===== config.mk =====
export PLATFORM = sky130hd
export DESIGN_NAME = mcc_bank
export DESIGN_NICKNAME = d
export VERILOG_FILES = /design/src/shared/mcc_pkg.sv /design/src/shared/mcc_tmo_if.sv /design/src/rtl/mcc_timeout.sv /design/src/rtl/mcc_bank.sv
export SDC_FILE = /design/constraint.sdc
export NUM_CORES = 1
export LEC_CHECK = 0
export BUFFER_PORTS_ARGS = -buffer_cell sky130_fd_sc_hd__buf_4
export CORE_MARGIN = 1.5
export CORE_UTILIZATION = 25
export CTS_BUF_LIST = sky130_fd_sc_hd__clkbuf_4
export CTS_CLUSTER_DIAMETER = 60
export DETAILED_ROUTE_END_ITERATION = 16
export REMOVE_ABC_BUFFERS = 1
export SLEW_MARGIN = 20
export SYNTH_ARGS = -nofsm -noshare
export SYNTH_HDL_FRONTEND = slang
export SYNTH_SLANG_ARGS = --single-unit

===== constraint.sdc =====
create_clock -name sys_clk -period 2.5 [get_ports sys_clk]
set_input_delay 0.5 -clock sys_clk [delete_from_list [all_inputs] [get_ports sys_clk]]
set_output_delay 0.5 -clock sys_clk [all_outputs]
set_load 0.02 [all_outputs]

===== src/shared/mcc_pkg.sv =====
// Package of constants for the monitor control configuration bank
package mcc_pkg;
    localparam logic [7:0] ADDR_CFG_ONE = 8'h18;
    localparam logic [7:0] ADDR_CFG_TWO = 8'h19;
    localparam logic [7:0] CFG_RESET = 8'h00;
    // First register fields
    localparam int ONE_START_BIT = 0;
    localparam int ONE_ALERT_DIS_BIT = 5;
    localparam int ONE_ALERT_POL_BIT = 6;
    localparam int ONE_STANDBY_BIT = 7;
    localparam logic [7:0] ONE_RSVD_MASK = 8'h1e;
    // Second register fields
    localparam int TWO_SRC_LSB = 0;
    localparam int TWO_SINGLE_BIT = 4;
    localparam int TWO_AVG_DIS_BIT = 5;
    localparam int TWO_TIMEOUT_EN_BIT = 6;
    localparam int TWO_SWRST_BIT = 7;
    localparam int AVG_COUNT = 16;
    // Timeout on a serial clock pulse
    localparam int CLK_MHZ = 125;
    localparam int TIMEOUT_MS = 25;
    localparam int TIMEOUT_CYCLES = TIMEOUT_MS * 1000 * CLK_MHZ;
    localparam int TMO_W = 22;
    typedef enum logic [1:0] {
        SRC_SUPPLY = 2'b00,
        SRC_INT_TEMP = 2'b01,
        SRC_EXT_TEMP = 2'b10,
        SRC_RESERVED = 2'b11
    } mcc_src_t;
endpackage


===== src/shared/mcc_tmo_if.sv =====
// Interface between the bank and the clock timeout watchdog
`timescale 1ns/1ps
interface mcc_tmo_if;
    logic enable;
    logic sclLow;
    logic expired;
    modport bank (output enable, output sclLow, input expired);
    modport dog (input enable, input sclLow, output expired);
endinterface


===== src/rtl/mcc_timeout.sv =====
// Watchdog on the width of a low serial clock pulse
`timescale 1ns/1ps
module mcc_timeout
    import mcc_pkg::*;
#(
    parameter logic [TMO_W-1:0] LIMIT = TMO_W'(TIMEOUT_CYCLES)
) (
    input wire logic sys_clk, // System clock
    input wire logic rst_b, // Synchronous reset, low
    mcc_tmo_if.dog tmo // Control and result
);
    logic [TMO_W-1:0] count_reg;
    logic [TMO_W-1:0] count_next;
    logic expired_reg;
    logic expired_next;

    // Count while enabled and clock held low
    always_comb begin
        count_next = '0;
        expired_next = 1'b0;
        if (tmo.enable && tmo.sclLow) begin
            expired_next = expired_reg || (count_reg == LIMIT - 1'b1);
            count_next = expired_next ? count_reg : count_reg + 1'b1;
        end
    end

    // Registers
    always_ff @(posedge sys_clk) begin
        if (!rst_b) begin
            count_reg <= '0;
            expired_reg <= 1'b0;
        end else begin
            count_reg <= count_next;
            expired_reg <= expired_next;
        end
    end

    assign tmo.expired = expired_reg;

    chk_expiry_needs_enable: assert property (@(posedge sys_clk) disable iff (!rst_b)
        tmo.expired |-> $past(tmo.enable) && $past(tmo.sclLow))
        else $error("timeout flagged without enabled low clock");
endmodule


===== src/rtl/mcc_bank.sv =====
// Control configuration register pair of the monitor
// Behaviour
// - Both registers are 8-bit read/write and reset to zero; first register bits 4:1 and second register bit 7 always read zero.
// - First register bit 0 starts conversions while bit 7 is clear; cleared stops them.
// - First register bit 5 set disables the alert output.
// - First register bit 6 selects alert polarity: 0 low, 1 high.
// - First register bit 7 enters standby; serial interface keeps working.
// - Second register bits 1:0 pick single-channel source; code 11 reserved.
// - Second register bit 4: 0 round-robin, 1 single channel.
// - Averaging over 16 conversions unless second register bit 5 set.
// - Second register bit 6 enables 25 ms clock timeout releasing data line.
// - Writing one to second register bit 7 resets registers and DAC outputs.
`timescale 1ns/1ps
module mcc_bank
    import mcc_pkg::*;
(
    input wire logic sys_clk, // System clock, 125 MHz
    input wire logic rst_b, // Synchronous reset, low
    input wire logic regWrite, // Write strobe from serial engine
    input wire logic [7:0] regAddr, // Register pointer
    input wire logic [7:0] regWdata, // Write data
    output logic [7:0] regRdata, // Read data for pointer
    input wire logic alertEvent, // Raw alert condition, high true
    output logic alertPin, // Alert output level
    input wire logic sclIn, // Serial clock as sampled
    input wire logic sdaDriveReq, // Serial engine wants data line low
    output logic sdaOe, // Data line pull-low enable
    output logic convRun, // Conversions enabled
    output logic standby_request, // Converter and DACs powered down
    output logic singleChannel, // Single-channel sequence
    output logic [1:0] channelSel, // Single-channel source
    output logic averageOn, // Averaging over 16 conversions
    output logic [4:0] avgCount, // Conversions per measurement
    output logic softReset // One-cycle reset of registers and DACs
);
    logic [7:0] cfgOne_reg;
    logic [7:0] cfgOne_next;
    logic [7:0] cfgTwo_reg;
    logic [7:0] cfgTwo_next;
    logic swrst_reg;
    logic swrst_next;
    logic alert_reg;
    logic alert_next;
    logic [7:0] rdata_reg;
    logic [7:0] rdata_next;
    logic sdaOe_reg;
    logic sdaOe_next;
    logic alertLevel;
    mcc_tmo_if tmo ();

    function automatic logic hitAddr(input logic [7:0] addr, input logic [7:0] target);
        hitAddr = (addr == target);
    endfunction

    // Register writes and software reset
    always_comb begin
        cfgOne_next = cfgOne_reg;
        cfgTwo_next = cfgTwo_reg;
        swrst_next = 1'b0;
        if (swrst_reg) begin
            cfgOne_next = CFG_RESET;
            cfgTwo_next = CFG_RESET;
        end else if (regWrite && hitAddr(regAddr, ADDR_CFG_ONE)) begin
            cfgOne_next = regWdata & ~ONE_RSVD_MASK;
        end else if (regWrite && hitAddr(regAddr, ADDR_CFG_TWO)) begin
            cfgTwo_next = regWdata;
            cfgTwo_next[TWO_SWRST_BIT] = 1'b0;
            swrst_next = regWdata[TWO_SWRST_BIT];
        end
    end

    // Read path and alert output
    always_comb begin
        rdata_next = 8'h00;
        if (hitAddr(regAddr, ADDR_CFG_ONE)) begin
            rdata_next = cfgOne_reg;
        end else if (hitAddr(regAddr, ADDR_CFG_TWO)) begin
            rdata_next = cfgTwo_reg;
        end
        alertLevel = alertEvent && !cfgOne_reg[ONE_ALERT_DIS_BIT];
        alert_next = cfgOne_reg[ONE_ALERT_POL_BIT] ? alertLevel : !alertLevel;
        sdaOe_next = sdaDriveReq && !tmo.expired;
    end

    // Registers
    always_ff @(posedge sys_clk) begin
        if (!rst_b) begin
            cfgOne_reg <= CFG_RESET;
            cfgTwo_reg <= CFG_RESET;
            swrst_reg <= 1'b0;
            alert_reg <= 1'b1;
            rdata_reg <= 8'h00;
            sdaOe_reg <= 1'b0;
        end else begin
            cfgOne_reg <= cfgOne_next;
            cfgTwo_reg <= cfgTwo_next;
            swrst_reg <= swrst_next;
            alert_reg <= alert_next;
            rdata_reg <= rdata_next;
            sdaOe_reg <= sdaOe_next;
        end
    end

    // Timeout watchdog
    assign tmo.enable = cfgTwo_reg[TWO_TIMEOUT_EN_BIT];
    assign tmo.sclLow = !sclIn;
    mcc_timeout u_timeout (
        .sys_clk(sys_clk),
        .rst_b(rst_b),
        .tmo(tmo)
    );

    // Mode outputs
    assign convRun = cfgOne_reg[ONE_START_BIT] && !cfgOne_reg[ONE_STANDBY_BIT];
    assign standby_request = cfgOne_reg[ONE_STANDBY_BIT];
    assign singleChannel = cfgTwo_reg[TWO_SINGLE_BIT];
    assign channelSel = cfgTwo_reg[TWO_SRC_LSB +: 2];
    assign averageOn = !cfgTwo_reg[TWO_AVG_DIS_BIT];
    assign avgCount = averageOn ? 5'(AVG_COUNT) : 5'h01;
    assign softReset = swrst_reg;
    assign alertPin = alert_reg;
    assign regRdata = rdata_reg;
    assign sdaOe = sdaOe_reg;

    chk_reset_zeroes: assert property (@(posedge sys_clk) disable iff (!rst_b)
        $rose(rst_b) |-> cfgOne_reg == 8'h00 && cfgTwo_reg == 8'h00)
        else $error("registers not zero after reset");
    chk_no_run_idle: assert property (@(posedge sys_clk) disable iff (!rst_b)
        convRun |-> cfgOne_reg[0])
        else $error("conversions run while start bit clear");
    chk_alert_disabled: assert property (@(posedge sys_clk) disable iff (!rst_b)
        $past(cfgOne_reg[5]) && $past(cfgOne_reg[5], 2) |-> alertPin == !$past(cfgOne_reg[6]))
        else $error("disabled alert shows asserted level");
    chk_alert_polarity: assert property (@(posedge sys_clk) disable iff (!rst_b)
        !cfgOne_reg[5] && $stable(cfgOne_reg) ##1 1'b1 |-> alertPin == ($past(alertEvent) ~^ $past(cfgOne_reg[6])))
        else $error("alert polarity wrong");
    chk_standby_bit: assert property (@(posedge sys_clk) disable iff (!rst_b)
        regWrite && regAddr == 8'h18 && !swrst_reg |=> standby_request == $past(regWdata[7]))
        else $error("standby not following write");
    chk_mode_select: assert property (@(posedge sys_clk) disable iff (!rst_b)
        regWrite && regAddr == 8'h19 && !swrst_reg |=> singleChannel == $past(regWdata[4])
        && channelSel == $past(regWdata[1:0]))
        else $error("mode or source not following write");
    chk_avg_count: assert property (@(posedge sys_clk) disable iff (!rst_b)
        avgCount == (cfgTwo_reg[5] ? 5'd1 : 5'd16))
        else $error("averaging count wrong");
    chk_sda_release: assert property (@(posedge sys_clk) disable iff (!rst_b)
        tmo.expired |=> !sdaOe)
        else $error("data line held after timeout");
    chk_soft_reset: assert property (@(posedge sys_clk) disable iff (!rst_b)
        regWrite && regAddr == 8'h19 && regWdata[7] && !swrst_reg |=> softReset ##1
        (cfgOne_reg == 8'h00 && cfgTwo_reg == 8'h00 && !softReset))
        else $error("software reset did not clear registers");
endmodule


==> metrics.md, run 1 <==
| Metric | Value |
|---|---|
| Outcome | finished clean |
| RSZ-0062 raised after global routing | false |
| YS warnings | 0 |
| Initial DRC count | 49 |
| Synth unique cells | 42 |
| Post-Syn Instances | 212 |
| DR WL/cell | 11.9 um |
| Hold Buf Count CTS | 0 |
| Largest fanout on the critical path | 6 |
| Post-CTS sizing | 0 |
| Core area | 7690 um2 |
| Worst VDD drop | 0.212 mV |
| Die Wd | 91.7 um |
| Final Util | 0.310 |
| Cell Area, Placed | 2330 um2 |
| Crit-path max cell delay | 0.50 ns |
| Max reg flops | 22 |
| Lkg Pwr | 1.02 nW |
| Hold Crit Class | in -> reg |
| Adder-cell share of the synthesized area | 0.00636 |
| Final-report setup violation count | 0 |
| Post-Place Cells | 344 |
| Total gr overflow | 0 |
| First-pass GRT wire length | 7160 um |
| GPL Wtd Cong | 0.784 |
| Final Cycle Share | 0.788 |
| Largest family of logic cells by synthesized area | simple AND/OR/NAND/NOR gates |
| Synthesized area | 1970 um2 |
| Xor-xnor portion of the synthesized cell area | 0.0534 |
| Post-route DRC | 0 |
| Worst Tran Pin Value | 0.576 ns |
| Fmax | 507 MHz |
| Vias in the first global route | 1542 |
| Root Driver | clkbuf_4 |
| Worst-case clock buffer depth | 2 |
| Avg Cell Area, Syn | 9.28 um2 |
| Worst Setup Path Type | reg -> reg |
| Worst setup EP type | register |
| Clock-pin transition on the worst setup and hold timing paths | 0.14 ns |
| Clk_lat worst skew | 0.36 ns |
| Tmin final | 1.97 ns |
| Clock sinks | 45 |
| EDFF count, synth | 0 |
| Worst Path Arrival | 2.23 ns |
| Die Area | 8410 um2 |
| Sequential element share of the synthesized area | 0.458 |
| Post-CTS Setup Repair Bufs | 0 |
| Die Ht | 91.7 um |
| Max H-tree Level | 2 |
| Slew HR | 0.613 |
| Flops & latches, synth | 45 |
| Via-per-instance ratio | 4.55 |
| Crit path required time | 2.76 ns |
| Total Routing Usage GR | 0.107 |
| Total power | 1.11 mW |
| Number of nets in the layout | 272 |
| Storage element area | 901 um2 |
| Post-Place Setup Slack | 0.365 ns |
| Final WL | 4170 um |
| Cell Chain, Critical Path | ha_1 > and2_1 > and4_1 > a21oi_1 > a31oi_1 > a41o_1 |
| Post-route cell area | 2380 um2 |
| Area delta synth->final | 21.2% |
| I/O Buffers | 40 |
| Row cnt | 32 |
| Share of cells above drive strength 1 | 0.229 |
| Post-Layout Cell Count | 351 |
| Largest net degree at the start of global routing | 18 |
| Antenna violations before repair | 0 |
| Setup TNS | 0 ns |
| DR pass1 iterations | 4 |
| Async set or reset register ratio after synthesis | 0 |
| Complex-gate fraction of the synthesized area | 0.0693 |
| Final worst setup slack | 0.529 ns |
| WHS | 0.339 ns |
| Post-synthesis mux area share | 0.0712 |
| Initial Util | 0.256 |
| Pwr per Cell Area | 466 nW/um2 |
| HPWL Detailed | 3170 um |
| # fillers | 855 |
| Final hold violation count | 0 |
| DR vias | 1596 |
| I/O Pins | 44 |
| Ys flop type | dfxtp_1 |
| Post-Synth Simple-Gate Area | 0.292 |
| CP max stage cell | a21oi_1 |
| Multi-input gate area | 980 um2 |
| CTS tree | built |
| Max-Cap Viols | 0 |
| Post-route ant nets | 0 |
| Antenna cell count | 0 |
| Kind of start point of the critical path | register |
| TritonCTS Buffers | 5 |
| Max-slew violation count | 0 |
| Max Clock Skew | 0.0127 ns |
-- cell usage after synthesis (4+ instances only) --
library cell  instances  share of area
nand4_1               6          0.019
and3_1                5          0.016
or3_1                 4          0.013
nor2_1               30          0.057
clkbuf_1              5         0.0095
and2_1                6          0.019
nand3_1               9          0.023
a21oi_1               5          0.013
xor2_1                6          0.027
buf_4                 8          0.031
nand2_1              17          0.032
inv_1                 4         0.0076
xnor2_1               6          0.027
mux2i_1              14          0.071
dfxtp_1              45           0.46
-- layout by cell type, fill, tap and decap left out, types with 2 or more instances in the layout --
master and n:
nor3_1 3, o21ai_0 2, nor2b_1 2, and4_1 3
o211ai_1 2, nand2b_1 3, and2_1 6, buf_4 41
nand4_1 6, mux2i_1 14, a22o_2 3, or4_1 2
conb_1 3, nand2_1 17, nor2_1 30, nor4_1 3
xnor2_1 6, nand3_1 9, and3b_1 2, a21oi_1 5
and3_1 5, or3_1 4, xor2_1 6, dfxtp_1 45
inv_1 4, clkbuf_4 5
-- layout make-up --
class                   instances  share of cell area
well taps                     102              0.0535
repair buffers                 41               0.129
multi-input cells             152               0.411
inverters                       4             0.00630
flip-flops and latches         45               0.378
clock inverters                 2             0.00682
clock buffers                   5              0.0157
-- critical path: cells and delay by family, from the launching register on --
family,cells,cell delay (ns)
AOI/OAI and AO/OA,3,0.89
and+or+nand+nor,2,0.39
DFF,1,0.36
adders and majority gates,1,0.23
-- path summary, 6_finish.rpt --
kind / startpoint / end / slack [ns] / cells past startpoint
max: u_timeout.count_reg[0] / u_timeout.count_reg[13] / 0.53 / 6
min: rst_b / alertPin / 0.34 / 2
max reg2reg: u_timeout.count_reg[0] / u_timeout.count_reg[13] / 0.53 / 6
min reg2reg: cfgTwo_reg[2] / regRdata[2] / 0.48 / 1
-- power breakdown --
part | internal (mW) | switching, mW | leakage (nW)
Combinational | 0.0277 | 0.0230 | 0.628
Sequential | 0.719 | 0.000665 | 0.363
Clock | 0.106 | 0.234 | 0.0273
-- kinds of logic (layout without fill, tap and decap cells) --
family | count (synthesis) | after routing
fa+ha+maj | 1 | 1
simple gates | 103 | 103
compound gates | 19 | 19
xor+xnor | 12 | 12
other cells | 1 | 3
buf+inv | 17 | 52
mux | 14 | 14
flops | 45 | 45
-- per-layer routing --
metal | up-vias | track usage | share of wire
met2 | 46 | 0.172 | 0.45
li1 | 799 | - | -
met5 | - | 0 | 0
met3 | 8 | 0.0332 | 0.058
met4 | 0 | 0.0423 | 0.017
met1 | 743 | 0.133 | 0.47
(Power assumes the default switching activity.)
==> run 2: changes to the inputs <==
clock period = 1.7 ns   (was 2.5 ns; I/O delays follow)
==> run 2 against run 1 <==
The flow now finishes with violations (setup timing). Wire length rose by 5.5%. Core utilization rose by 3.6 points. Worst hold slack got worse by 0.15 ns. Final cell count rose by 8.0%. Combinational power rose by 45%. Largest power group unchanged. Clock power rose by 97%. Sequential share of layout area fell by 3.7 points. Count of clock-buffer cells in the layout rose by 1. Via count rose by 7.7%.
==> metrics.md, run 2 (same netlist as run 1, synthesis figures left out) <==
| Metric | Value |
|---|---|
| Failing checks | setup timing |
| DR vias | 1719 (was 1596) |
| Final worst setup slack | -0.0883 ns (was 0.529 ns) |
| Largest fanout on the critical path | 5 (was 6) |
| WL met1 | 2070 um (was 1980 um) |
| Max-Cap Viols | 0 (unchanged) |
| Worst Path Arrival | 2.09 ns (was 2.23 ns) |
| Pwr per Cell Area | 677 nW/um2 (was 466 nW/um2) |
| Total Routing Usage GR | 0.110 (was 0.107) |
| Crit-path max cell delay | 0.46 ns (was 0.50 ns) |
| Final Cycle Share | 1.05 (was 0.788) |
| Max layer used | met4 (unchanged) |
| DR pass1 iterations | 4 (unchanged) |
| Max reg flops | 22 (unchanged) |
| I/O Buffers | 40 (unchanged) |
| Cell Chain, Critical Path | ha_4 > and2_4 > and4_1 > a21o_1 > buf_6 > or4_4 > nand2_1 (was ha_1 > and2_1 > and4_1 > a21oi_1 > a31oi_1 > a41o_1) |
| Area delta synth->final | 35.3% (was 21.2%) |
| Outcome | finished, violations left (was finished clean) |
| Die Area | 8410 um2 (unchanged) |
| Worst Setup Path Type | reg -> reg (unchanged) |
| HPWL Detailed | 3320 um (was 3170 um) |
| Kind of start point of the critical path | register (unchanged) |
| Number of nets in the layout | 299 (was 272) |
| Fmax | 559 MHz (was 507 MHz) |
| Final hold violation count | 0 (unchanged) |
| Max H-tree Level | 2 (unchanged) |
| # fillers | 822 (was 855) |
| Most frequent cells in the layout | buf_4 (67), dfxtp_1 (41), nor2_1 (30) (was dfxtp_1 (45), buf_4 (41), nor2_1 (30)) |
| Vias in the first global route | 1652 (was 1542) |
| Row cnt | 32 (unchanged) |
| Antenna violations before repair | 0 (unchanged) |
| TritonCTS Buffers | 5 (unchanged) |
| Die Ht | 91.7 um (unchanged) |
| Root Driver | clkbuf_4 (unchanged) |
| Storage element area | 906 um2 (was 901 um2) |
| Hold Crit Class | in -> reg (unchanged) |
| Share of cells above drive strength 1 | 0.343 (was 0.229) |
| DR WL/cell | 11.6 um (was 11.9 um) |
| Core area | 7690 um2 (unchanged) |
| Total gr overflow | 0 (unchanged) |
| Worst VDD drop | 0.339 mV (was 0.212 mV) |
| Worst setup EP type | register (unchanged) |
| Via-per-instance ratio | 4.54 (was 4.55) |
| Lkg Pwr | 1.18 nW (was 1.02 nW) |
| Largest net degree at the start of global routing | 17 (was 18) |
| Met3 routed WL | 259 um (was 244 um) |
| Max-slew violation count | 0 (unchanged) |
| Commonest non-fill, non-tap cell in the layout | buf_4 (was dfxtp_1) |
| GPL Wtd Cong | 0.750 (was 0.784) |
| CTS tree | built (unchanged) |
| Clock-pin transition on the worst setup and hold timing paths | 0.14 ns (about the same) |
| Clock sinks | 45 (unchanged) |
| I/O Pins | 44 (unchanged) |
| Initial DRC count | 136 (was 49) |
| Post-route DRC | 0 (unchanged) |
| Final Util | 0.346 (was 0.310) |
| CP max stage cell | or4_4 (was a21oi_1) |
| Clk_lat worst skew | 0.34 ns (was 0.36 ns) |
| Metal2 WL | 2040 um (was 1880 um) |
| Post-route ant nets | 0 (unchanged) |
| Multi-input gate area | 1010 um2 (was 980 um2) |
| First-pass GRT wire length | 7480 um (was 7160 um) |
| Max Clock Skew | 0.0168 ns (was 0.0127 ns) |
| Final WL | 4400 um (was 4170 um) |
| Worst-case clock buffer depth | 2 (unchanged) |
| Die Wd | 91.7 um (unchanged) |
| Antenna cell count | 0 (unchanged) |
| WHS | 0.189 ns (was 0.339 ns) |
| Final-report setup violation count | 2 (was 0) |
| Tmin final | 1.79 ns (was 1.97 ns) |
| Initial Util | 0.256 (unchanged) |
| RSZ-0062 raised after global routing | true (was false) |
| Crit path required time | 2.00 ns (was 2.76 ns) |
run 2: cell count changes in the layout (fill, tap and decap cells not counted), moves of 2 or more:
cell	change
dfxtp_1	-4
nor4_1	-2
dfxtp_2	+4
nor4_2	+2
buf_4	+26
run 2: worst paths after layout:
check	start	to	slack, ns	cells past startpoint
worst max register to register	u_timeout.count_reg[0]	u_timeout.count_reg[9]	-0.09	7
worst min register to register	cfgTwo_reg[3]	regRdata[3]	0.48	1
worst min-delay path	rst_b	alertPin	0.19	2
worst max-delay path	u_timeout.count_reg[0]	u_timeout.count_reg[9]	-0.09	7
run 2: report_power, final:
| part | switching [mW] | internal, mW | total, mW | leakage [nW] |
|---|---|---|---|---|
| registers | 0.000940 | 1.06 | 1.06 | 0.365 |
| logic | 0.0327 | 0.0408 | 0.0735 | 0.769 |
| clock network | 0.342 | 0.329 | 0.671 | 0.0459 |
run 2: stage by stage:
stage | power [mW] | TNS, ns | worst slack, ns | instances | cell area, um2
after detailed placement | 1.16 | -5.06 | -0.284 | 369 | 2520
after global placement | 1.16 | -4.43 | -0.258 | 369 | 2520
after floorplan | 1.10 | -0.458 | -0.0761 | 201 | 1900
final | 1.80 | -0.156 | -0.0883 | 379 | 2660
after global routing | 1.88 | -0.377 | -0.155 | 379 | 2660
after CTS | 1.83 | -0.123 | -0.0660 | 379 | 2640
run 2: area by class of cell:
class,instances,share of cell area
multi-input combinational,152,0.381
sequential,45,0.340
timing repair buffer,68,0.193
tap,102,0.0480
clock buffer,6,0.0169
clock inverter,2,0.0146
inverter,4,0.00564
run 2: worst max-delay path, delay by kind of cell (launching register included):
family	cells	cell delay [ns]
and+or+nand+nor	4	0.86
buffers and inverters	1	0.14
DFF	1	0.36
AOI/OAI and AO/OA	1	0.24
adders and majority gates	1	0.16
run 2: layer usage:
metal  vias to the layer above  GRT usage
li1                        860          -
met1                       804      0.133
met2                        53      0.190
met3                         2     0.0357
met4                         0     0.0231
met5                         -          0
run 2: what timing repair did:
action	CTS	global route
hold buffers	0	0
endpoints found under the setup margin	6	9
pin swaps	3	4
buffers inserted	2	0
gates resized for setup	5	7
==> run 3: changes to the inputs <==
BUFFER_PORTS_ARGS = -buffer_cell sky130_fd_sc_hd__buf_2   (was -buffer_cell sky130_fd_sc_hd__buf_4)
CORE_MARGIN = not set   (was 1.5)
==> run 3 against run 2 <==
The flow still finishes with violations (setup timing). Clock power down 20%. Final cell count is 0.79% higher. Fmax grew 3.4%. Count of clock-buffer cells in the layout decreased by 1. Sequential share of layout area grew 0.56 points. Clock skew decreased by 0.0081 ns. Via count fell by 0.41%. Global-route usage increased by 0.50 points. Sequential cell count unchanged. Critical endpoint is now u_timeout.count_reg[19]. Largest cell class unchanged. Largest power group unchanged. Highest routed layer unchanged.
==> metrics.md, run 3 (same netlist as run 1, synthesis figures left out) <==
| Metric | Value |
|---|---|
| Initial Util | 0.264 (was 0.256) |
| Largest fanout on the critical path | 5 (unchanged) |
| DR pass1 iterations | 4 (unchanged) |
| Storage element area | 902 um2 (was 906 um2) |
| Reg2Reg Setup Slack | -0.03 ns (was -0.09 ns) |
| Row cnt | 31 (was 32) |
| Antenna violations before repair | 0 (unchanged) |
| Worst-case clock buffer depth | 2 (unchanged) |
| HPWL Detailed | 3330 um (was 3320 um) |
| Final Cycle Share | 1.02 (was 1.05) |
| TritonCTS Buffers | 5 (unchanged) |
| I/O Pins | 44 (unchanged) |
| Final worst setup slack | -0.0292 ns (was -0.0883 ns) |
| Most frequent cells in the layout | dfxtp_1 (44), buf_2 (40), buf_4 (32) (was buf_4 (67), dfxtp_1 (41), nor2_1 (30)) |
| Area delta synth->final | 32.6% (was 35.3%) |
| Setup TNS | -0.0292 ns (was -0.156 ns) |
| Worst Setup Path Type | reg -> reg (unchanged) |
| Die Area | 8230 um2 (was 8410 um2) |
| Number of nets in the layout | 305 (was 299) |
| DR vias | 1712 (was 1719) |
| Met3 usage | 0.0328 (was 0.0357) |
| Outcome | finished, violations left (unchanged) |
| Die Wd | 90.7 um (was 91.7 um) |
| Worst VDD drop | 0.387 mV (was 0.339 mV) |
| Final-report setup violation count | 1 (was 2) |
| Pwr per Cell Area | 634 nW/um2 (was 677 nW/um2) |
| Vias in the first global route | 1633 (was 1652) |
| Max reg flops | 22 (unchanged) |
| Failing checks | setup timing (unchanged) |
| WHS | 0.191 ns (was 0.189 ns) |
| Initial DRC count | 63 (was 136) |
| Worst Path Arrival | 2.04 ns (was 2.09 ns) |
| Antenna cell count | 0 (unchanged) |
| CTS tree | built (unchanged) |
| Multi-input gate area | 1040 um2 (was 1010 um2) |
| Tmin final | 1.73 ns (was 1.79 ns) |
| Total Routing Usage GR | 0.115 (was 0.110) |
| First-pass GRT wire length | 7620 um (was 7480 um) |
| Worst setup EP type | register (unchanged) |
| Crit path required time | 2.01 ns (was 2.00 ns) |
| Clock-pin transition on the worst setup and hold timing paths | 0.14 ns (about the same) |
| Post-Place Setup Slack | -0.247 ns (was -0.284 ns) |
| Max-slew violation count | 0 (unchanged) |
| DR WL/cell | 11.7 um (was 11.6 um) |
| Final hold violation count | 0 (unchanged) |
| Share of cells above drive strength 1 | 0.367 (was 0.343) |
| Post-route DRC | 0 (unchanged) |
| Hold Buf Count CTS | 0 (unchanged) |
| # fillers | 795 (was 822) |
| Root Driver | clkbuf_4 (unchanged) |
| Total gr overflow | 0 (unchanged) |
| Met2 Usage GRT | 0.189 (was 0.190) |
| Final WL | 4480 um (was 4400 um) |
| Max-Cap Viols | 0 (unchanged) |
| GR peak layer | met2 (unchanged) |
| Max H-tree Level | 2 (unchanged) |
| Largest net degree at the start of global routing | 17 (unchanged) |
| Clk_lat worst skew | 0.36 ns (was 0.34 ns) |
| Met1 Resource Use GR | 0.142 (was 0.133) |
| Core area | 7450 um2 (was 7690 um2) |
| Fmax | 578 MHz (was 559 MHz) |
| Clock sinks | 45 (unchanged) |
| RSZ-0062 raised after global routing | true (unchanged) |
| Kind of start point of the critical path | register (unchanged) |
| Die Ht | 90.7 um (was 91.7 um) |
| Max Clock Skew | 0.00870 ns (was 0.0168 ns) |
| Commonest non-fill, non-tap cell in the layout | dfxtp_1 (was buf_4) |
| I/O Buffers | 40 (unchanged) |
| Hold Crit Class | in -> reg (unchanged) |
| Post-route ant nets | 0 (unchanged) |
| GPL Wtd Cong | 0.816 (was 0.750) |
| Via-per-instance ratio | 4.48 (was 4.54) |
| Lkg Pwr | 1.18 nW (about the same) |
## run 3: area by class of cell
type,instances,area share
multi-input cells,152,0.401
flip-flops and latches,45,0.346
repair buffers,74,0.178
well taps,99,0.0475
clock buffers,5,0.0144
clock inverters,3,0.00816
inverters,4,0.00576
## run 3: path summary, 6_finish.rpt
kind | startpoint | to | cells past startpoint
worst min-delay path | regWdata[7] | softReset | 3
worst max register to register | u_timeout.count_reg[1] | u_timeout.count_reg[19] | 6
worst max-delay path | u_timeout.count_reg[1] | u_timeout.count_reg[19] | 6
worst min register to register | cfgTwo_reg[2] | regRdata[2] | 1
## run 3: per-stage QoR
stage | std cells | cell area, um2 | util | power (mW)
2_1_floorplan | 201 | 1900 | - | 1.10
3_3_place_gp | 373 | 2470 | 0.331 | 1.14
3_5_place_dp | 373 | 2470 | 0.331 | 1.14
4_1_cts | 382 | 2540 | 0.342 | 1.68
5_1_grt | 382 | 2610 | 0.350 | 1.74
6_report | 382 | 2610 | 0.350 | 1.65
## run 3: metal layers
layer,vias up,share of wire
met5,-,0
met4,0,0.012
met3,5,0.062
met2,46,0.45
met1,787,0.47
li1,874,-
## run 3: report_power, final
group,total (mW),switching (mW),leakage (nW),internal (mW)
clock,0.536,0.371,0.0316,0.164
combinational,0.0605,0.0330,0.786,0.0274
sequential,1.06,0.000729,0.363,1.06
total,1.65,0.405,1.18,1.25
## run 3: timing repair
| item | in CTS | in global routing |
|---|---|---|
| pin swaps | 3 | 5 |
| setup buffers | 1 | 0 |
| resized for setup | 4 | 13 |
| setup endpoints to repair | 4 | 11 |
## run 3: worst max-delay path, stage by stage (launching register included)
cell and delay, ns:
dfxtp_1 0.36, ha_4 0.16, and2_4 0.15, and4_4 0.17, a21o_4 0.24, or4_4 0.48, a21oi_2 0.11
